## src/memmap_defs.svh

```systemverilog
`ifndef MEMMAP_DEFS_SVH
`define MEMMAP_DEFS_SVH
// ---------------------------------------------
// register indexes, byte address is four times
// ---------------------------------------------
`define IDX_UNLOCK 8'hc7
`define IDX_POWER 8'hc4
`define IDX_SIZE 8'hc2
`define IDX_STAT 8'hc8
// ---------------------------------------------
// field and key values
// ---------------------------------------------
`define UNLOCK_KEY1 8'haa
`define UNLOCK_KEY2 8'h55
`define DME_RESET 2'b00
`define DME_EXT 2'b00
`define DME_LOW 2'b01
`define DME_RSV 2'b10
`define DME_SCB 2'b11
`define SRAM_LAST 16'h03ff
`define SCB_ADDR 16'hfffc
`define KB_BOUND 17'h00400
// ---------------------------------------------
// timing: machine cycle length in clocks, the rest in machine cycles
// ---------------------------------------------
`define MC_CLKS 4
`define INT_MC 2
`define EXT_MC 3
`define UNLOCK_WIN_MC 3
`endif

```

## src/memmap_pkg.sv

```systemverilog
package memmap_pkg;
	// data access target
	typedef enum logic [1:0] {
		TGT_EXT = 2'b00,
		TGT_INT = 2'b01,
		TGT_SCB = 2'b10,
		TGT_RSV = 2'b11
	} tgt_t;
	// data access engine state
	typedef enum logic [1:0] {
		ST_IDLE = 2'b00,
		ST_BUSY = 2'b01
	} acc_t;
	// cpu data request
	typedef struct packed {
		logic valid;
		logic we;
		logic [15:0] addr;
		logic [7:0] wdata;
	} data_req_t;
	// whole block state
	typedef struct packed {
		logic [1:0] dme;
		logic [2:0] size;
		logic unl_armed;
		logic [3:0] unl_win;
		logic ack;
		logic [31:0] rdat;
		acc_t st;
		logic [3:0] cnt;
		tgt_t tgt;
		logic we;
		logic [7:0] rdata;
		logic done;
		logic rsv;
		logic f_done;
		logic f_ext;
		logic bus;
		logic store_n;
		logic rd_n;
		logic wr_n;
		logic [7:0] p0;
		logic [7:0] p2;
		logic sram_en;
		logic sram_we;
		logic [9:0] sram_addr;
	} state_t;
endpackage

```

## src/memmap_decoder.sv

```systemverilog
// The Wishbone slave port is this design's own decision.
`timescale 1ns/1ps
`default_nettype none
`include "memmap_defs.svh"
module memmap_decoder #(
	parameter logic [2:0] MAX_SIZE_CODE = 3'd7
) (
	// clock and reset
	input wire logic clk_i,
	input wire logic rst_i,
	// wishbone slave
	input wire logic cyc_i,
	input wire logic stb_i,
	input wire logic we_i,
	input wire logic [9:0] adr_i,
	input wire logic [3:0] sel_i,
	input wire logic [31:0] dat_i,
	output logic [31:0] dat_o,
	output logic ack_o,
	// cpu fetch and data move
	input wire logic fetch_req_i,
	input wire logic [15:0] fetch_addr_i,
	input wire memmap_pkg::data_req_t data_req_i,
	output logic fetch_done_o,
	output logic fetch_ext_o,
	output logic data_done_o,
	output logic data_reserved_o,
	output logic [7:0] data_rdata_o,
	// on-chip sram and control byte
	input wire logic [7:0] sram_rdata_i,
	input wire logic [7:0] scb_i,
	output logic sram_en_o,
	output logic sram_we_o,
	output logic [9:0] sram_addr_o,
	// expanded bus
	input wire logic [7:0] ext_rdata_i,
	output logic bus_active_o,
	output logic [7:0] port0_o,
	output logic [7:0] port2_o,
	output logic program_store_strobe_n_o,
	output logic rd_n_o,
	output logic wr_n_o
);
	import memmap_pkg::*;

	// ---------------------------------------------
	// constants and checks
	// ---------------------------------------------
	localparam int INT_CLKS = `INT_MC * `MC_CLKS;
	localparam int EXT_CLKS = `EXT_MC * `MC_CLKS;
	localparam logic [3:0] INT_LAST = 4'(INT_CLKS - 1);
	localparam logic [3:0] EXT_LAST = 4'(EXT_CLKS - 1);
	localparam logic [3:0] UNLOCK_WIN = 4'(`UNLOCK_WIN_MC * `MC_CLKS);

	// counters are four bits wide
	if (EXT_CLKS > 16 || INT_CLKS > 16 || `UNLOCK_WIN_MC * `MC_CLKS > 15) begin : g_chk
		$error("memmap_decoder: timing counts exceed counter width");
	end

	// ---------------------------------------------
	// decode functions
	// ---------------------------------------------
	// exclusive program limit for a size code
	function automatic logic [16:0] prog_limit(input logic [2:0] code);
		if (code == 3'd0) begin
			prog_limit = 17'h0;
		end else begin
			prog_limit = `KB_BOUND << (code - 3'd1);
		end
	endfunction

	// data address target for an enable code
	function automatic tgt_t data_tgt(input logic [1:0] dme, input logic [15:0] a);
		unique case (dme)
			`DME_EXT: data_tgt = TGT_EXT;
			`DME_LOW: data_tgt = (a <= `SRAM_LAST) ? TGT_INT : TGT_EXT;
			`DME_RSV: data_tgt = TGT_RSV;
			`DME_SCB: begin
				if (a <= `SRAM_LAST) begin
					data_tgt = TGT_INT;
				end else if (a == `SCB_ADDR) begin
					data_tgt = TGT_SCB;
				end else begin
					data_tgt = TGT_RSV;
				end
			end
		endcase
	endfunction

	// ---------------------------------------------
	// state
	// ---------------------------------------------
	state_t s_reg; // registered state
	state_t s_next; // next state
	logic wb_req; // fresh bus request
	logic wb_wr; // write with low lane
	logic [7:0] idx; // register index
	logic f_ext_now; // fetch decode
	tgt_t d_tgt; // data decode
	logic [2:0] size_wr; // clamped size write

	always_comb begin
		idx = adr_i[9:2];
		wb_req = cyc_i && stb_i && !s_reg.ack;
		wb_wr = wb_req && we_i && sel_i[0];
		f_ext_now = {1'b0, fetch_addr_i} >= prog_limit(s_reg.size);
		d_tgt = data_tgt(s_reg.dme, data_req_i.addr);
		size_wr = (dat_i[2:0] > MAX_SIZE_CODE) ? MAX_SIZE_CODE : dat_i[2:0];
	end

	// ---------------------------------------------
	// next state
	// ---------------------------------------------
	always_comb begin
		s_next = s_reg;
		s_next.ack = wb_req;
		s_next.done = 1'b0;
		s_next.f_done = 1'b0;
		// unlock window runs down
		if (s_reg.unl_win != 4'h0) begin
			s_next.unl_win = s_reg.unl_win - 4'h1;
		end
		// register writes
		if (wb_wr) begin
			unique case (idx)
				`IDX_UNLOCK: begin
					// key sequence, any other value disarms
					s_next.unl_armed = (dat_i[7:0] == `UNLOCK_KEY1);
					if (s_reg.unl_armed && dat_i[7:0] == `UNLOCK_KEY2) begin
						s_next.unl_win = UNLOCK_WIN;
					end
				end
				`IDX_POWER: s_next.dme = dat_i[1:0];
				`IDX_SIZE: begin
					if (s_reg.unl_win != 4'h0) begin
						s_next.size = size_wr;
						s_next.unl_win = 4'h0;
					end
				end
				default: ;
			endcase
		end
		// register reads, unmapped reads zero
		s_next.rdat = 32'h0;
		if (wb_req && !we_i) begin
			unique case (idx)
				`IDX_POWER: s_next.rdat = {30'h0, s_reg.dme};
				`IDX_SIZE: s_next.rdat = {29'h0, s_reg.size};
				`IDX_STAT: s_next.rdat = {24'h0, s_reg.f_ext, s_reg.rsv, s_reg.bus,
					s_reg.unl_armed, s_reg.unl_win};
				default: s_next.rdat = 32'h0;
			endcase
		end
		// fetch strobe lasts one clock
		s_next.store_n = 1'b1;
		unique case (s_reg.st)
			ST_IDLE: begin
				s_next.bus = 1'b0;
				s_next.rd_n = 1'b1;
				s_next.wr_n = 1'b1;
				s_next.sram_en = 1'b0;
				s_next.sram_we = 1'b0;
				if (data_req_i.valid) begin
					// data access has priority over fetch
					s_next.tgt = d_tgt;
					s_next.we = data_req_i.we;
					s_next.cnt = 4'h0;
					if (d_tgt == TGT_RSV) begin
						// reserved: answer at once, no access
						s_next.done = 1'b1;
						s_next.rsv = 1'b1;
						s_next.rdata = 8'h0;
					end else begin
						s_next.st = ST_BUSY;
						s_next.rsv = 1'b0;
						if (d_tgt == TGT_INT) begin
							s_next.sram_en = 1'b1;
							s_next.sram_we = data_req_i.we;
							s_next.sram_addr = data_req_i.addr[9:0];
							s_next.p0 = data_req_i.wdata;
						end else if (d_tgt == TGT_EXT) begin
							s_next.bus = 1'b1;
							s_next.p0 = data_req_i.addr[7:0];
							s_next.p2 = data_req_i.addr[15:8];
						end
					end
				end else if (fetch_req_i) begin
					s_next.f_done = 1'b1;
					s_next.f_ext = f_ext_now;
					if (f_ext_now) begin
						s_next.bus = 1'b1;
						s_next.store_n = 1'b0;
						s_next.p0 = fetch_addr_i[7:0];
						s_next.p2 = fetch_addr_i[15:8];
					end
				end
			end
			ST_BUSY: begin
				s_next.cnt = s_reg.cnt + 4'h1;
				s_next.sram_we = 1'b0;
				if (s_reg.tgt == TGT_EXT && s_reg.cnt == 4'h0) begin
					// address phase over, strobe the bus
					s_next.rd_n = s_reg.we;
					s_next.wr_n = !s_reg.we;
				end
				if ((s_reg.tgt == TGT_EXT && s_reg.cnt == EXT_LAST) ||
					(s_reg.tgt != TGT_EXT && s_reg.cnt == INT_LAST)) begin
					s_next.st = ST_IDLE;
					s_next.done = 1'b1;
					s_next.bus = 1'b0;
					s_next.rd_n = 1'b1;
					s_next.wr_n = 1'b1;
					s_next.sram_en = 1'b0;
					unique case (s_reg.tgt)
						TGT_INT: s_next.rdata = sram_rdata_i;
						TGT_SCB: s_next.rdata = scb_i;
						default: s_next.rdata = ext_rdata_i;
					endcase
				end
			end
			default: s_next.st = ST_IDLE;
		endcase
	end

	// ---------------------------------------------
	// state register
	// ---------------------------------------------
	always_ff @(posedge clk_i) begin
		if (rst_i) begin
			s_reg <= '0;
			s_reg.dme <= `DME_RESET;
			s_reg.size <= MAX_SIZE_CODE;
			s_reg.st <= ST_IDLE;
			s_reg.tgt <= TGT_EXT;
			s_reg.store_n <= 1'b1;
			s_reg.rd_n <= 1'b1;
			s_reg.wr_n <= 1'b1;
		end else begin
			s_reg <= s_next;
		end
	end

	// ---------------------------------------------
	// outputs
	// ---------------------------------------------
	assign dat_o = s_reg.rdat;
	assign ack_o = s_reg.ack;
	assign fetch_done_o = s_reg.f_done;
	assign fetch_ext_o = s_reg.f_ext;
	assign data_done_o = s_reg.done;
	assign data_reserved_o = s_reg.rsv;
	assign data_rdata_o = s_reg.rdata;
	assign sram_en_o = s_reg.sram_en;
	assign sram_we_o = s_reg.sram_we;
	assign sram_addr_o = s_reg.sram_addr;
	assign bus_active_o = s_reg.bus;
	assign port0_o = s_reg.p0;
	assign port2_o = s_reg.p2;
	assign program_store_strobe_n_o = s_reg.store_n;
	assign rd_n_o = s_reg.rd_n;
	assign wr_n_o = s_reg.wr_n;

	// ---------------------------------------------
	// assertions
	// ---------------------------------------------
	localparam int INT_DLY = INT_CLKS;
	logic idle_fetch; // fetch taken this cycle
	assign idle_fetch = s_reg.st == ST_IDLE && !data_req_i.valid && fetch_req_i;

	property p_fetch_int;
		@(posedge clk_i) disable iff (rst_i)
		idle_fetch && ({1'b0, fetch_addr_i} < prog_limit(s_reg.size)) |=> !fetch_ext_o;
	endproperty
	a_fetch_int: assert property (p_fetch_int) else $error("on-chip fetch went out");

	property p_fetch_ext;
		@(posedge clk_i) disable iff (rst_i)
		idle_fetch && ({1'b0, fetch_addr_i} >= prog_limit(s_reg.size))
			|=> fetch_ext_o && !program_store_strobe_n_o && {port2_o, port0_o} == $past(fetch_addr_i);
	endproperty
	a_fetch_ext: assert property (p_fetch_ext) else $error("external fetch missing");

	property p_strobe;
		@(posedge clk_i) disable iff (rst_i)
		!program_store_strobe_n_o |-> bus_active_o && fetch_ext_o && fetch_done_o;
	endproperty
	a_strobe: assert property (p_strobe) else $error("strobe without external fetch");

	property p_dme_off;
		@(posedge clk_i) disable iff (rst_i)
		s_reg.st == ST_IDLE && data_req_i.valid && s_reg.dme == `DME_EXT
			|=> bus_active_o && !sram_en_o;
	endproperty
	a_dme_off: assert property (p_dme_off) else $error("data not external");

	property p_dme_low;
		@(posedge clk_i) disable iff (rst_i)
		s_reg.st == ST_IDLE && data_req_i.valid && s_reg.dme == `DME_LOW
			&& data_req_i.addr <= `SRAM_LAST |=> sram_en_o && !bus_active_o;
	endproperty
	a_dme_low: assert property (p_dme_low) else $error("low data not on-chip");

	property p_int_time;
		@(posedge clk_i) disable iff (rst_i)
		$rose(sram_en_o) |-> !data_done_o [*8] ##1 data_done_o;
	endproperty
	a_int_time: assert property (p_int_time) else $error("on-chip access not two cycles");

	property p_size_lock;
		@(posedge clk_i) disable iff (rst_i)
		$changed(s_reg.size) |-> $past(s_reg.unl_win) != 4'h0;
	endproperty
	a_size_lock: assert property (p_size_lock) else $error("size changed while locked");

	property p_reset_vals;
		@(posedge clk_i)
		$past(rst_i) && !rst_i |-> s_reg.dme == `DME_RESET && s_reg.size == MAX_SIZE_CODE;
	endproperty
	a_reset_vals: assert property (p_reset_vals) else $error("reset values wrong");

	property p_ports_free;
		@(posedge clk_i) disable iff (rst_i)
		bus_active_o |-> !program_store_strobe_n_o || (s_reg.st == ST_BUSY && s_reg.tgt == TGT_EXT);
	endproperty
	a_ports_free: assert property (p_ports_free) else $error("bus active without need");

	property p_rsv;
		@(posedge clk_i) disable iff (rst_i)
		s_reg.st == ST_IDLE && data_req_i.valid && s_reg.dme == `DME_RSV
			|=> data_done_o && data_reserved_o && !bus_active_o;
	endproperty
	a_rsv: assert property (p_rsv) else $error("reserved code accessed memory");

	property p_int_dly;
		@(posedge clk_i) disable iff (rst_i)
		$rose(sram_en_o) |-> ##INT_DLY !sram_en_o;
	endproperty
	a_int_dly: assert property (p_int_dly) else $error("sram enable length wrong");
endmodule // memmap_decoder
`default_nettype wire

```

## config.mk

```make
export PLATFORM = sky130hd
export DESIGN_NAME = memmap_decoder
export DESIGN_NICKNAME = d
export VERILOG_FILES = /design/src/memmap_pkg.sv /design/src/memmap_decoder.sv
export VERILOG_INCLUDE_DIRS = /design/src
export SDC_FILE = /design/constraint.sdc
export NUM_CORES = 1
export LEC_CHECK = 0
export BUFFER_PORTS_ARGS = -buffer_cell sky130_fd_sc_hd__buf_2
export CORE_UTILIZATION = 30
export CTS_BUF_LIST = sky130_fd_sc_hd__clkbuf_8
export CTS_CLUSTER_DIAMETER = 80
export DETAILED_ROUTE_END_ITERATION = 10
export PLACE_DENSITY = 0.62
export SLEW_MARGIN = 0
export SYNTH_ARGS = -nofsm -noshare
export SYNTH_HDL_FRONTEND = slang
export SYNTH_SLANG_ARGS = --single-unit
export TNS_END_PERCENT = 50
```

## constraint.sdc

```tcl
create_clock -name clk_i -period 2.2 [get_ports clk_i]
set_input_delay 0.44 -clock clk_i [delete_from_list [all_inputs] [get_ports clk_i]]
set_output_delay 0.44 -clock clk_i [all_outputs]
set_load 0.01 [all_outputs]
```

-- Yosys cells after proc, flatten, opt, wreduce, memory -nomap -nowiden
Index checks and enable logic that the tools add are counted.
- register bits: 96
- input port bits: 118
- logic and storage cells: 145
- add/sub/neg operators: 3
- $lt $le $gt $ge: 3
- equality and inequality tests: 26
- shift operators: 1
- multiplexer cells: 43
- bitwise operators: 5
- reduce and logical (&&, ||, !) cells: 40
- operators with widths (operator ; count):
    16-bit 2-to-1 mux ; 4
    8-bit equality test, second input constant ; 5
    28-bit 2-to-1 mux ; 1
    12-bit 2-to-1 mux ; 2
    8-bit one-hot mux with 3 select lines ; 1
    4-bit 2-to-1 mux ; 5
    19-bit 2-to-1 mux ; 1
    9-bit 2-to-1 mux ; 2
    9-bit one-hot mux with 2 select lines ; 1
    16-bit by 17-bit greater-or-equal comparator with 1-bit output ; 1
    17-bit 2-to-1 mux ; 1
    11-bit by 3-bit left shift with 17-bit output, first input constant ; 1
    16-bit equality test, second input constant ; 1
    16-bit by 10-bit <= comparator with 1-bit output, second input constant ; 1
    8-bit 2-to-1 mux ; 2
    4-bit one-hot mux with 2 select lines ; 2
    8-bit one-hot mux with 2 select lines ; 1
    2-bit 2-to-1 mux ; 6
    2-bit inequality test, second input constant ; 6
    2-bit one-hot mux with 2 select lines ; 3
    2-bit AND reduction ; 6
    1-bit logical AND ; 9
    3-bit AND reduction ; 3
    2-bit by 1-bit equality test with 1-bit output, second input constant ; 4
    29 further kinds ; 52

-- Longest topological paths before layout
- depth in word-level cells: 10
- depth in mapped cells: 9
- mapped depth without buffers: 7

-- Worst setup path after synthesis
OpenSTA, ideal clock, no wires.
- path kind: register to register
- from: reg s_reg[91] in the netlist's numbering
- to: reg s_reg, in the netlist port0_o[6]
- data arrival time: 2.293 ns
- data required time: 2.104 ns
- setup slack: -0.188 ns
- cell stages (with the launch flop): 10
- cell sequence: dfxtp_1 > clkbuf_1 > or3b_2 > ha_1 > nor3_1 > o21bai_1 > a221oi_2 > clkbuf_1 > o21ai_0 > o41ai_2
- longest elaborated chain between the ends: 6
- ends and longest elaborated chain (item ; RTL line ; text):
    from (decl) ; memmap_decoder.sv:93 ; state_t s_reg;
    from (signal assigned) ; memmap_decoder.sv:239 ; s_reg <= s_next;
    3-bit by 1-bit subtractor with 3-bit output ; memmap_decoder.sv:68 ; prog_limit = `KB_BOUND << (code - 3'd1);
    11-bit by 3-bit left shift with 17-bit output (no source line) ; -- ;
    17-bit 2-to-1 mux (*) ; memmap_decoder.sv:65 ; if (code == 3'd0) begin
    16-bit by 17-bit greater-or-equal comparator with 1-bit output (*) ; memmap_decoder.sv:106 ; f_ext_now = {1'b0, fetch_addr_i} >= prog_limit(s_reg.size);
    2-bit nonzero test (no source line) (*) ; -- ;
    5-bit AND reduction (no source line) (*) ; -- ;
Mark *: on every way between the ends. The rest lies on a longest branch, timed or not.
A chain may end at the register's enable or synchronous reset.

-- Final worst setup path
- from: reg s_reg[91] in the netlist's numbering
- to: reg s_reg, in the netlist port2_o[0]
- longest elaborated chain between the ends: 6
- ends and longest elaborated chain (item ; RTL line):
    3-bit by 1-bit subtractor with 3-bit output ; memmap_decoder.sv:68
    11-bit by 3-bit left shift with 17-bit output (no source line) ; --
    17-bit 2-to-1 mux (*) ; memmap_decoder.sv:65
    16-bit by 17-bit greater-or-equal comparator with 1-bit output (*) ; memmap_decoder.sv:106
    2-bit nonzero test (no source line) (*) ; --
    6-bit AND reduction (no source line) (*) ; --
Marked as above.

==> metrics.txt <==
outcome=complete, no violations; R2R depth=8; R2R Path End=port2_o[0]; Reg area=about 1400 um^2; area grow syn2layout=23.66%; asr flop ratio synth=0; Setup WS pre-CTS=-157.8 ps; Port Buffers=141; Max transition margin=0.5013; Synth warnings=0; Pins Over Slew Limit=0; Seq/Total Area, Yosys=0.3402; Critical Path AT=2370 ps; Worst-Skew Late Latency=between 300 and 400 ps; Routed WL=about 12000 um; Leak Pwr=~0.0023 uW; Final Worst Setup Slack=around 38 ps; Period minus WS final=~2200 ps; Final Skew=between 10 and 15 ps; Main synth FF type=dfxtp_1; filler instances=roughly 1400; # DRC=0; drt wl/cell=around 15 um; first-pass GRT wire length=between 15000 and 20000 um; Max Freq=about 460 MHz; DRT antenna net count=0; Total Power=3008 uW; row cnt=42; initial antenna violation count=0; layout cell share with drive strength beyond 1=0.3664; EDFF count, synth=0; final setup TNS=0 ps; CTS Buf Count=9; Vias=between 3000 and 4000; Setup crit start=s_reg[91]; clk root buf=clkbuf_8; slew of the pin with the lowest slew margin=between 700 and 800 ps; ranking of synthesized cells by area=dfxtp_1 (34%), buf_4 (12%), nand2_1 (5.1%); core area=approximately 13000 um^2; setup violators final=0; starting density of the core=0.3118; max reg flops=18; Die Wd=~120 um; most frequent cell after synthesis=dfxtp_1; GRT overflow=0; Synth top area share=0.3402; ant diodes=0; drt via density=4.780; gp weighted congestion=roughly 0.81; max cap viols=0; Hold Crit Class=in2reg; fin crit share=0.9829; htree depth=3; cell taking the most area after synthesis=dfxtp_1; unique cell type count in the Yosys netlist=55; Detail Placement HPWL=8913 um; initial DRC count=171; synthesized area per cell=approximately 8.4 um^2; Die Height=about 120 um; clock-pin slew on the worst setup and hold paths=about 90 ps; critical path endpoint category=register; Syn Std Cell Area=about 4200 um^2; Hold Path Cell Cnt=3; multi-input logic area=~2300 um^2; final count of hold timing violations=0; Pwr Density=about 580 nW/um^2; vias in the first global route=3552; Global Route Usage Sum=0.1594; Critical Path RT=around 2400 ps; post-synthesis register bit count=71; Synth top cells by count=dfxtp_1 (71), buf_4 (66), nand2_1 (57), o21ai_0 (28), nor2_1 (24); Worst Setup Start Kind=register; Clock Sinks=71; worst hold slack=approximately 340 ps; total I/O pin count=between 150 and 200; VDD IR-drop max=about 0.00028 V; # nets final=740; worst r2r src=s_reg[91]; first-pass iteration count of the detailed router=5; CTS tree=built; hold-fix buffers at CTS=0; flop2flop setup slack=~38 ps; RSZ-0062 raised after global routing=true; critical path fanouts, max=7; Die ar.=14400 um^2; largest net degree at the start of global routing=30; clk buf depth=2; Critical Path End=port2_o[0]; min-delay src=data_req_i[24]; crit path kind=reg2reg; synthesized instance count=~500
worst min path at each step:
stage,to,slack (ps)
final,s_reg[44],340
after global routing,s_reg[44],330
after CTS,s_reg[44],320
after detailed placement,data_rdata_o[4],450
after global placement,sram_en_o,440
after floorplan,data_rdata_o[0],430
what timing repair did:
item                       4_1_cts  5_1_grt
buffers inserted                 1        0
gates resized for setup          8       20
pin swaps                       10       11
setup endpoints to repair       16       17
gates cloned                     0        1
stage by stage:
stage | cells | util | area [um^2]
final | 790 | 0.3855 | 5166
after global routing | 790 | 0.3855 | 5166
after CTS | 790 | 0.3784 | 5071
after detailed placement | 773 | 0.3627 | 4861
after global placement | 773 | 0.3627 | 4861
after floorplan | 522 | - | 4340
power breakdown:
part | switching (uW) | internal [uW] | total (uW)
Clock | 554 | 422 | 976
Combinational | 341 | 294 | 635
Sequential | 52.4 | 1340 | 1400
Total | 948 | 2060 | 3010
kinds of logic after synthesis:
family | share of synthesized area
flip-flops | 0.3402
adder cells (fa/ha/maj) | 0.03893
other | 0.0008976
multiplexers | 0.02905
AO/OA/AOI/OAI | 0.1833
AND/OR/NAND/NOR | 0.2429
buffers and inverters | 0.1626
XOR/XNOR | 0.002097
layout make-up:
cell class	instances	area share
clock buffers	9	0.02398
inverters	12	0.008719
well taps	176	0.04263
repair buffers	172	0.1906
flip-flops and latches	71	0.2773
clock inverters	7	0.01114
multi-input cells	343	0.4456
metal layers:
metal | wire length (um) | global-route usage
met3 | 821 | 0.04183
met2 | 5374 | 0.2611
met1 | 5222 | 0.2057
met4 | 93 | 0.04141
met5 | 0 | 0
worst max-delay path, stage by stage (launching register included):
cell and delay [ps]:
dfxtp_4 370, or3b_4 390, ha_1 320, o21ai_2 130
o21bai_2 100, a221oi_4 320, or2_4 210, buf_12 120
o31ai_2 60
cell usage in the layout, fill, tap and decap left out, drive strengths merged, types with 3 or more instances in the layout:
master   count
buf        171
dfxtp       71
nand2       57
o21ai       29
nor2        24
conb        24
a21oi       22
nand3       22
nor2b       20
and3        15
inv         14
ha          13
mux2i       11
clkbuf      10
o31ai       10
a22oi        9
nor3b        9
o2bb2ai      8
o41ai        8
nand3b       6
nor4         6
nor3         5
a211oi       4
or3b         4
nand4        3
nand2b       3
a211o        3
or2          3
clkinv       3
(Power assumes the default switching activity.)
